$ cat config.mk
export PLATFORM = sky130hd
export DESIGN_NAME = padc_backend
export DESIGN_NICKNAME = d
export VERILOG_FILES = /design/src/logic/padc_pkg.sv /design/src/logic/padc_skid.sv /design/src/logic/padc_backend.sv
export SDC_FILE = /design/constraint.sdc
export NUM_CORES = 1
export LEC_CHECK = 0
export ABC_CLOCK_PERIOD_IN_PS = 2600
export BUFFER_PORTS_ARGS = -buffer_cell sky130_fd_sc_hd__buf_2
export CAP_MARGIN = 20
export CORE_MARGIN = 5
export CORE_UTILIZATION = 30
export DETAILED_ROUTE_END_ITERATION = 6
export PLACE_DENSITY = 0.5
export SLEW_MARGIN = 25
export SYNTH_ARGS = -nofsm -noshare
export SYNTH_HDL_FRONTEND = slang
export SYNTH_HIERARCHICAL = 1
export SYNTH_SLANG_ARGS = --single-unit
$ cat constraint.sdc
create_clock -name clk -period 2.6 [get_ports clk]
set_clock_uncertainty 0.1 [all_clocks]
set_input_delay 0.52 -clock clk [delete_from_list [all_inputs] [get_ports clk]]
set_output_delay 0.52 -clock clk [all_outputs]
set_load 0.05 [all_outputs]
$ cat src/logic/padc_pkg.sv
// Shared constants for the pipelined converter digital back end.
package padc_pkg;
  localparam int        RES_BITS     = 10;
  localparam int        NUM_STAGES   = 8;
  localparam int        STAGE_BITS   = 2;
  localparam int        ALIGN_BITS   = (NUM_STAGES + 1) * STAGE_BITS;
  localparam int        LATENCY      = 6;
  localparam int        CLK_NS       = 10;
  localparam int        LAT_CYC      = LATENCY;
  localparam logic [9:0] MID_CODE    = 10'h200;
  localparam logic [9:0] RESULT_RST  = 10'h000;
  localparam logic [1:0] PHASE_RST   = 2'h1;
  typedef enum logic [1:0] {
    PADC_SAMPLE = 2'b01,
    PADC_HOLD   = 2'b10
  } padc_phase_e;
endpackage

$ cat src/logic/padc_skid.sv
// Two-entry valid/ready buffer carrying one result word pair.
`timescale 1ns/1ps
module padc_skid #(
  parameter int W = 20
) (
  input  wire logic         clk,
  input  wire logic         rst_b,
  input  wire logic         inValid,
  output logic              inReady,
  input  wire logic [W-1:0] inData,
  output logic              outValid,
  input  wire logic         outReady,
  output logic [W-1:0]      outData
);
  logic [W-1:0] mem [2];
  logic         wrPtr;
  logic         rdPtr;
  logic [1:0]   count;

  assign inReady  = (count != 2'h2);
  assign outValid = (count != 2'h0);
  assign outData  = mem[rdPtr];

  always_ff @(posedge clk) begin
    if (inValid && inReady) begin
      mem[wrPtr] <= inData;
    end
  end

  always_ff @(posedge clk or negedge rst_b) begin
    if (!rst_b) begin
      wrPtr <= 1'b0;
      rdPtr <= 1'b0;
      count <= 2'h0;
    end else begin
      if (inValid && inReady) begin
        wrPtr <= ~wrPtr;
      end
      if (outValid && outReady) begin
        rdPtr <= ~rdPtr;
      end
      count <= count + {1'b0, inValid && inReady} - {1'b0, outValid && outReady};
    end
  end
endmodule

$ cat src/logic/padc_backend.sv
// Dual-channel pipelined converter back end: stage alignment, correction, output.
//
// Behaviour
// - Two independent channels, ten-bit words each, one shared sampling clock.
// - Each channel: eight two-bit pipeline stages plus a two-bit flash stage.
// - Each pipeline stage emits two bits, one redundant for correction.
// - Delay line aligns all stage codes into one eighteen-bit word.
// - Correction adds overlapped stage codes, yielding the ten-bit result.
// - Result for a sample appears six clocks after its flash-stage code arrives, fourteen after its first-stage code.
// - After latency, one new word every clock cycle while resultReady is high.
// - Non-overlapping sample and hold phases derived from the sampling clock.
// - Input captured at end of sample phase; hold phase completes it.
// - Adjacent stages run on opposite phases, alternating operations.
// - Offset binary, bit 9 MSB, all ones at top, 0x200 just above zero.
// - Just below zero differential input gives 0x1ff.
`timescale 1ns/1ps
module padc_backend #(
  parameter int LAT = padc_pkg::LAT_CYC
) (
  input  wire logic        clk,
  input  wire logic        rst_b,
  input  wire logic [17:0] iStageCode,
  input  wire logic [17:0] qStageCode,
  output padc_pkg::padc_phase_e phase,
  output logic             sampleEn,
  output logic [9:0]       iResult,
  output logic [9:0]       qResult,
  output logic             resultValid,
  input  wire logic        resultReady
);
  // ----------------------------------------------------------------------
  // Input synchronisers
  // ----------------------------------------------------------------------
  // Stage codes come from the analog core, so they pass two flops first.
  logic [17:0] iMeta;
  logic [17:0] qMeta;
  logic [17:0] iCode;
  logic [17:0] qCode;

  always_ff @(posedge clk or negedge rst_b) begin
    if (!rst_b) begin
      iMeta <= '0;
      qMeta <= '0;
      iCode <= '0;
      qCode <= '0;
    end else begin
      iMeta <= iStageCode;
      qMeta <= qStageCode;
      iCode <= iMeta;
      qCode <= qMeta;
    end
  end

  // ----------------------------------------------------------------------
  // Phase generation
  // ----------------------------------------------------------------------
  // Phase alternates each rising edge; the enable marks only the sample phase,
  // so the two phases can never be active together.
  always_ff @(posedge clk or negedge rst_b) begin
    if (!rst_b) begin
      phase <= padc_pkg::PADC_SAMPLE;
    end else begin
      phase <= (phase == padc_pkg::PADC_SAMPLE) ? padc_pkg::PADC_HOLD
                                                : padc_pkg::PADC_SAMPLE;
    end
  end
  assign sampleEn = (phase == padc_pkg::PADC_SAMPLE);

  // ----------------------------------------------------------------------
  // Alignment delay line
  // ----------------------------------------------------------------------
  // Stage k code is delayed by (8-k) so all nine codes meet one sample.
  logic [1:0] iDly [9][9];
  logic [1:0] qDly [9][9];

  always_ff @(posedge clk or negedge rst_b) begin
    if (!rst_b) begin
      for (int s = 0; s < 9; s++) begin
        for (int d = 0; d < 9; d++) begin
          iDly[s][d] <= 2'h0;
          qDly[s][d] <= 2'h0;
        end
      end
    end else begin
      for (int s = 0; s < 9; s++) begin
        iDly[s][0] <= iCode[17-2*s -: 2];
        qDly[s][0] <= qCode[17-2*s -: 2];
        for (int d = 1; d < 9; d++) begin
          iDly[s][d] <= iDly[s][d-1];
          qDly[s][d] <= qDly[s][d-1];
        end
      end
    end
  end

  function automatic logic [17:0] align(input logic [1:0] dl [9][9]);
    logic [17:0] w;
    w = '0;
    for (int s = 0; s < 9; s++) begin
      w[17-2*s -: 2] = dl[s][8-s];
    end
    return w;
  endfunction

  logic [17:0] iAligned;
  logic [17:0] qAligned;

  assign iAligned = align(iDly);
  assign qAligned = align(qDly);

  // ----------------------------------------------------------------------
  // Error correction
  // ----------------------------------------------------------------------
  // Each stage weighs one bit less than the last; overlapping one bit lets
  // the redundant bit absorb stage decision errors.  Saturate at full scale.
  function automatic logic [9:0] correct(input logic [17:0] w);
    logic [10:0] acc;
    acc = '0;
    for (int s = 0; s < 9; s++) begin
      acc = acc + (11'(w[17-2*s -: 2]) << (8 - s));
    end
    if (acc[10]) begin
      acc = 11'h3ff;
    end
    return acc[9:0];
  endfunction

  // ----------------------------------------------------------------------
  // Output timing
  // ----------------------------------------------------------------------
  // Corrected pair enters the buffer; buffer register adds the last stage.
  logic [19:0] corr;
  logic [19:0] bufOut;
  logic        bufValid;
  logic        bufInReady;
  logic        outLoad;

  // The output register only takes a new pair once the shown pair is accepted.
  // Reloading it during a stall would repeat or skip a word at the receiver.
  assign outLoad = !resultValid || resultReady;

  always_ff @(posedge clk or negedge rst_b) begin
    if (!rst_b) begin
      corr <= {padc_pkg::RESULT_RST, padc_pkg::RESULT_RST};
    end else begin
      corr <= {correct(iAligned), correct(qAligned)};
    end
  end

  padc_skid #(
    .W(20)
  ) u_skid (
    .clk     (clk),
    .rst_b   (rst_b),
    .inValid (1'b1),
    .inReady (bufInReady),
    .inData  (corr),
    .outValid(bufValid),
    .outReady(outLoad),
    .outData (bufOut)
  );

  always_ff @(posedge clk or negedge rst_b) begin
    if (!rst_b) begin
      iResult     <= padc_pkg::RESULT_RST;
      qResult     <= padc_pkg::RESULT_RST;
      resultValid <= 1'b0;
    end else if (outLoad) begin
      iResult     <= bufOut[19:10];
      qResult     <= bufOut[9:0];
      resultValid <= bufValid;
    end
  end

  // ----------------------------------------------------------------------
  // Checks
  // ----------------------------------------------------------------------
  chk_phase_alternate: assert property (@(posedge clk) disable iff (!rst_b)
    $past(rst_b) |-> phase != $past(phase)) else $error("Phase did not alternate.");
  chk_sample_hold: assert property (@(posedge clk) disable iff (!rst_b)
    sampleEn |=> !sampleEn) else $error("Sample phase lasted two cycles.");
  chk_stage_invert: assert property (@(posedge clk) disable iff (!rst_b)
    sampleEn |-> ##1 (phase == padc_pkg::PADC_HOLD) ##1 sampleEn)
    else $error("Stage phases not inverted.");
  chk_align_top: assert property (@(posedge clk) disable iff (!rst_b)
    iAligned[17:16] == $past(iDly[0][7])) else $error("Top stage misaligned.");
  chk_align_flash: assert property (@(posedge clk) disable iff (!rst_b)
    qAligned[1:0] == qDly[8][0]) else $error("Flash stage misaligned.");
  chk_mid_code: assert property (@(posedge clk) disable iff (!rst_b)
    (iAligned == 18'h20000) |=> corr[19:10] == padc_pkg::MID_CODE)
    else $error("Mid code wrong.");
  chk_below_mid: assert property (@(posedge clk) disable iff (!rst_b)
    (qAligned == 18'h15555) |=> corr[9:0] == 10'h1ff)
    else $error("Below-mid code wrong.");
  chk_full_scale: assert property (@(posedge clk) disable iff (!rst_b)
    (iAligned == 18'h3ffff) |=> corr[19:10] == 10'h3ff)
    else $error("Full-scale code did not saturate.");
  chk_stream_rate: assert property (@(posedge clk) disable iff (!rst_b)
    (bufValid && resultReady) |=> resultValid) else $error("Stream stalled.");
  chk_pair_kept: assert property (@(posedge clk) disable iff (!rst_b)
    (resultReady && bufValid) |=> {iResult, qResult} == $past(bufOut))
    else $error("Channel pair split.");
endmodule

-- Word-level counts from Yosys, hierarchy flattened
Memory sizes are Yosys's and may differ from the RTL's. A register that Yosys moved wholly into a read port is not among the register bits.
Cells that the tools add are included.
- bits in latches: 0
- flip-flop bits (word level): 279
- memory bits (writable): 40
- logic and storage cells: 133
- input port bits: 39
- ROM bits: 0
- output and inout bits: 24
- memories kept: 1
- reductions and logical operators: 5
- $lt $le $gt $ge: 0
- add/subtract/negate cells: 18
- divide/modulo/power cells: 0
- multiply operators: 0
- shift-type cells: 0
- bitwise gates (word level): 2
- equality and inequality tests: 2
- multiplexer cells: 5
- memories (name ; depth ; width ; read ports ; clocked after memory_dff ; write ports ; RTL line ; source):
    u_skid.mem ; 2 ; 20 ; 1 ; 1 ; 1 ; padc_skid.sv:15 ; logic [W-1:0] mem [2];
- operator list (kind ; count):
    adder 10 x 9 -> 11 bit ; 2
    adder 11 x 2 -> 11 bit ; 2
    adder 11 x 3 -> 11 bit ; 2
    adder 11 x 4 -> 11 bit ; 2
    adder 11 x 5 -> 11 bit ; 2
    adder 11 x 6 -> 11 bit ; 2
    adder 11 x 7 -> 11 bit ; 2
    adder 11 x 8 -> 11 bit ; 2
    two-way mux 10 bit ; 2
    adder 2 x 1 -> 2 bit ; 1
    equality test 2 x 1 -> 1 bit, second input constant ; 1
    zero test 1 bit ; 2
    two-way mux 1 bit ; 2
    two-way mux 2 bit ; 1
    inequality test 2 bit, second input constant ; 1
    inverter 1 bit ; 2
    nonzero test 2 bit ; 1
    subtractor 2 x 1 -> 2 bit ; 1
    logical AND 1 bit ; 1
    logical OR 1 bit ; 1

-- Longest topological paths before layout
- depth after elaboration: 9
- depth in mapped cells: 8
- gate-level depth less buffers: 8

-- By module
Netlist, hierarchy kept.
- modules (own cells, without submodules) (module ; times used ; cells an instance ; area each (um^2)):
    padc_backend ; 1 ; 434 ; 8481.9
    padc_skid ; 1 ; 79 ; 1640.3

-- Worst setup path before layout
OpenSTA, ideal clock, no wires.
- path type: flip-flop to flip-flop
- start point: register resultValid
- end point: register u_skid.count[1]
- data required time: 2.377 ns
- setup slack: 0.458 ns
- setup time: 0.123 ns
- path buffers: 1
- arrival time: 1.919 ns
- cell stages (with the launch flop): 9
- period minus slack after synthesis: 2.142 ns
- path through: dfrtp_1 -> nand2b_1 -> buf_1 -> and2_4 -> ha_1 -> inv_1 -> ha_1 -> xnor2_1 -> xnor2_1
- word-level cells in the longest chain between the ends: 4
- RTL lines (what ; RTL line ; source):
    start: declaration ; padc_backend.sv:28 ; output logic resultValid,
    start signal: assignment ; padc_backend.sv:171 ; resultValid <= bufValid;
    zero test 1 bit ; padc_backend.sv:140 ; assign outLoad = !resultValid || resultReady;
    logical OR 1 bit ; padc_backend.sv:140 ;
    net outLoad ; padc_backend.sv:136 ; logic outLoad;
    logical AND 1 bit ; padc_skid.sv:42 ; count <= count + {1'b0, inValid && inReady} - {1'b0, outValid && outReady};
    subtractor 2 x 1 -> 2 bit ; padc_skid.sv:42 ;
    end signal: assignment ; padc_skid.sv:42 ;
    end: declaration ; padc_skid.sv:18 ; logic [1:0] count;
The timed path passes the listed nets, and every way through them passes these cells.
A chain may end at the register's enable or synchronous reset.

-- Worst setup path in the final report
- start point: register qDly (netlist bit qAligned[1])
- end point: register corr[9]
- word-level cells in the longest chain between the ends: 2
- RTL lines (what ; RTL line ; source):
    start: declaration ; padc_backend.sv:74 ; logic [1:0] qDly [9][9];
    start signal: indexed assignment ; padc_backend.sv:87 ; qDly[s][0] <= qCode[17-2*s -: 2];
    start signal: indexed assignment ; padc_backend.sv:90 ; qDly[s][d] <= qDly[s][d-1];
    adder 11 x 2 -> 11 bit ; padc_backend.sv:120 ; acc = acc + (11'(w[17-2*s -: 2]) << (8 - s));
    two-way mux 10 bit ; padc_backend.sv:122 ; if (acc[10]) begin
    end signal: assignment ; padc_backend.sv:144 ; corr <= {padc_pkg::RESULT_RST, padc_pkg::RESULT_RST};
    end signal: assignment ; padc_backend.sv:146 ; corr <= {correct(iAligned), correct(qAligned)};
    end: declaration ; padc_backend.sv:132 ; logic [19:0] corr;
No other way between the ends.

==> results.yml <==
route:
  remaining_drc_errors: 0
  drtIter0Drc: 190
  wl_mm: 13.42
  wirelength_per_cell_um: 11.94
  via_count: 4274
  vias_per_cell: 3.802
  drtPass1Iterations: 4
  route.antenna.remaining_nets: 0
yosys:
  synth.cell_area_mm2: 0.01012
  postSynth.topFlopCell: "dfrtp_1"
  yosys.cell_types.count: 46
  syn-mean-instance-area_um2: 19.73
  post_synthesis_cells: 513
  synth_area_leaders: "dfrtp_1 (74%), edfxtp_1 (12%), mux2_2 (2.3%), ha_1 (2.2%), mux2_1 (2.1%)"
  ys_seq_elements: 339
  synth-edff-count: 40
  asyncSetResetFlopFracSynth_pct: 88.20
  synth_area_leader_cell: "dfrtp_1"
  yosys_warnings: 6
  synth_seq_area_share_pct: 85.80
  netlist.area_leader.share_pct: 73.67
critical_path:
  timing.critical_path.cells: "ha_1, inv_1, fa_1, nor2b_4, o31a_1, or4_1, a311oi_2, a41oi_1"
  worst_setup_path_start_kind: "flip-flop"
  cp-end-kind: "flip-flop"
  category_of_the_most_critical_setup_path: "reg -> reg"
  critical_path_arrival_ns: 2.48
  cp_max_stage_delay_ns: 0.45
  worstPathMaxFanout: 3
  crit_required_ns: 2.85
  crit_slowest_cell: "or4_1"
run_status:
  status: "complete, no violations"
placement:
  placement.setup.worst_slack_ns: 0.3925
  placement_stage_cell_area_mm2: 0.01111
  place_inst: 1029
  gpl.final_weighted_congestion: 0.6916
  port_buffers: 62
  detailedPlacementHpwl_mm: 8.214
grt:
  via_count_of_the_first_global_routing_pass: 4677
  grt_antenna_before_repair: 0
  grt_start_max_net_pins: 67
  grt_overflow_total: 0
  grt_pass1_wl_mm: 23.48
  global_route.usage.total_pct: 7.443
cells_and_area:
  final_nets: 709
  post_layout_nonfiller_instances: 1124
  layout-area-overhead-vs-synth_pct: 24.78
  post_route_cells_drive_above_1_share_pct: 23.08
  diodes: 0
  postLayoutCellArea_mm2: 0.01263
flow_run:
  maxCapViolCount: 0
power:
  powerDensity_mw_per_mm2: 1039
  combinationalPowerShare_pct: 14.0
  vdd_drop_max_v: 0.0004473
  power.total_uw: 13130
  p_sw_share_pct: 25.67
  power.net_switching_uw: 3370
  intPower_uw: 9757
  power.share.sequential_pct: 47.4
  power.share.clock_pct: 38.7
  total_leakage_power_uw: 0.005494
timing:
  finalWorstSetupSlack_ns: 0.3788
  slew_violations: 0
  clock.fmax_mhz: 450.2
  final.period_utilization_pct: 85.43
  hold_viol_final: 0
  post-route-min-period_ns: 2.221
  setup_tns_ns: 0
  final-setup-viol-count: 0
  rsz0062_at_grt: "no"
floorplan:
  die_y_um: 193.7
  fp.dieW_um: 193.7
  ios: 63
  die_outline_area_mm2: 0.03751
  design.core.area_mm2: 0.03345
  core.rowCount: 67
  initial_core_util_pct: 30.26
clocking:
  cts_inserted_buffers: 36
  h-tree-depth: 2
  cts_root_buffer: "clkbuf_16"
  clk-insertion-delay-late_ns: 0.51
  clock_sink_count: 339
  tritoncts_clock_tree: "yes"
  cts_max_path_buffers: 3
  clock_transition_time_at_the_flip_flop_clock_pins_of_the_worst_setup_and_hold_paths_ns: 0.06
  cts.repair_timing.setup_buffer_count: 0
worst_hold_path:
  worstHoldPathType: "in -> reg"
state kept, by name, summed over array words and instances (netlist names), 10 cells and up:
| name | count |
|---|---|
| corr | 20 |
| u_skid/mem | 40 |
| iResult | 10 |
| qDly | 72 |
| iAligned | 18 |
| qAligned | 18 |
| qMeta | 18 |
| qResult | 10 |
| iDly | 72 |
| iMeta | 18 |
| iCode | 18 |
| qCode | 18 |
area by class of cell:
class / count / area, um2
Clock buffer: 47 / 992.2
Clock inverter: 17 / 220.2
Fill cell: 3094 / 20820
Inverter: 9 / 33.78
Multi-Input combinational cell: 161 / 1384
Sequential cell: 339 / 8685
Tap cell: 448 / 560.5
Timing Repair Buffer: 103 / 755.7
cells in the final DEF (no fill, tap or decap), types with 3 or more instances in the layout:
cell type        n
mux2_1          19
buf_12           4
clkbuf_16       36
nand2b_1        10
inv_1            9
nand3_1          3
ha_1            18
xnor2_1          4
clkbuf_8         5
clkinv_2         7
dlygate4sd3_1   31
o21a_1           6
bufinv_16        4
mux2i_1          3
nor2_1           5
clkinv_8         3
buf_4            6
dfrtp_1        298
xor2_1           4
nor2b_1          5
edfxtp_1        40
nand2_1         10
o21ai_0          6
a21oi_1          9
clkbuf_1         6
mux2_2          21
a21o_1           3
buf_2           61
routing by layer:
| metal | up-vias | wire, um | global-route usage [%] | part of all wire (%) |
|---|---|---|---|---|
| met2 | 96 | 6125 | 11.40 | 46 |
| met3 | 41 | 706 | 2.137 | 5.3 |
| met4 | 0 | 468 | 3.593 | 3.5 |
| met1 | 2116 | 6123 | 9.807 | 46 |
| li1 | 2021 | - | - | - |
| met5 | - | 0 | 0 | 0 |
metrics by stage:
step | hold WS, ns | util, %
3_5_place_dp | 0.2347 | 33.21
4_1_cts | 0.001802 | 37.76
2_1_floorplan | 0.1244 | -
6_report | 0.02883 | 37.76
3_3_place_gp | 0.2324 | 33.21
5_1_grt | 0.005658 | 37.76
path summary, 6_finish.rpt:
path	startpoint	to	slack (ns)	depth (start not counted)
worst max-delay path	qAligned[1]$_DFF_PN0_	corr[9]$_DFF_PN0_	0.38	8
worst min register to register	qDly[141]$_DFF_PN0_	qDly[139]$_DFF_PN0_	0.24	0
worst min-delay path	qStageCode[3]	qMeta[3]$_DFF_PN0_	0.03	1
worst max register to register	qAligned[1]$_DFF_PN0_	corr[9]$_DFF_PN0_	0.38	8
max in group asynchronous	rst_b	phase[0]$_DFF_PN1_	1.31	3
min in group asynchronous	rst_b	qMeta[6]$_DFF_PN0_	0.40	2
synth_stat cells, drive strengths merged (3+ instances only):
cell / n
nor2: 6
a21oi: 9
o21a: 6
xnor2: 4
mux2: 40
inv: 9
o21ai: 8
a21o: 3
nor2b: 6
nand2: 10
a21boi: 3
a41oi: 3
mux2i: 3
buf: 5
ha: 18
nand3: 3
xor2: 4
dfrtp: 298
edfxtp: 40
nand2b: 10
repair_timing:
item | in CTS | in global routing
hold buffers | 31 | 0
gates resized for setup | 0 | 0
hold endpoints to repair | 66 | 0
logic make-up after synthesis:
logic type / count (synthesis) / share of synthesized area [%]
buffers and inverters: 14 / 0.5933
AO/OA/AOI/OAI: 39 / 2.757
AND/OR/NAND/NOR: 49 / 2.757
flip-flops: 339 / 85.80
other: 1 / 0.03705
adder cells (fa/ha/maj): 20 / 2.621
multiplexers: 43 / 4.747
XOR/XNOR: 8 / 0.6921
power groups by stage:
| stage | clock network, uW | registers [uW] | logic [uW] |
|---|---|---|---|
| floorplan | 0 | 6870 | 722 |
| global placement | 0 | 6320 | 1790 |
| detailed placement | 0 | 6330 | 1830 |
| CTS | 5290 | 6240 | 1880 |
| global route | 5500 | 6300 | 1990 |
| finish | 5070 | 6220 | 1830 |
critical path, delay by kind of cell, from the launching register on:
family	cells	cell delay, ns
AO/OA/AOI/OAI	3	0.60
adder cells (fa/ha/maj)	2	0.44
buffers and inverters	1	0.07
AND/OR/NAND/NOR	2	0.51
flip-flops	1	0.37
Power figures use the tool's default switching activity.
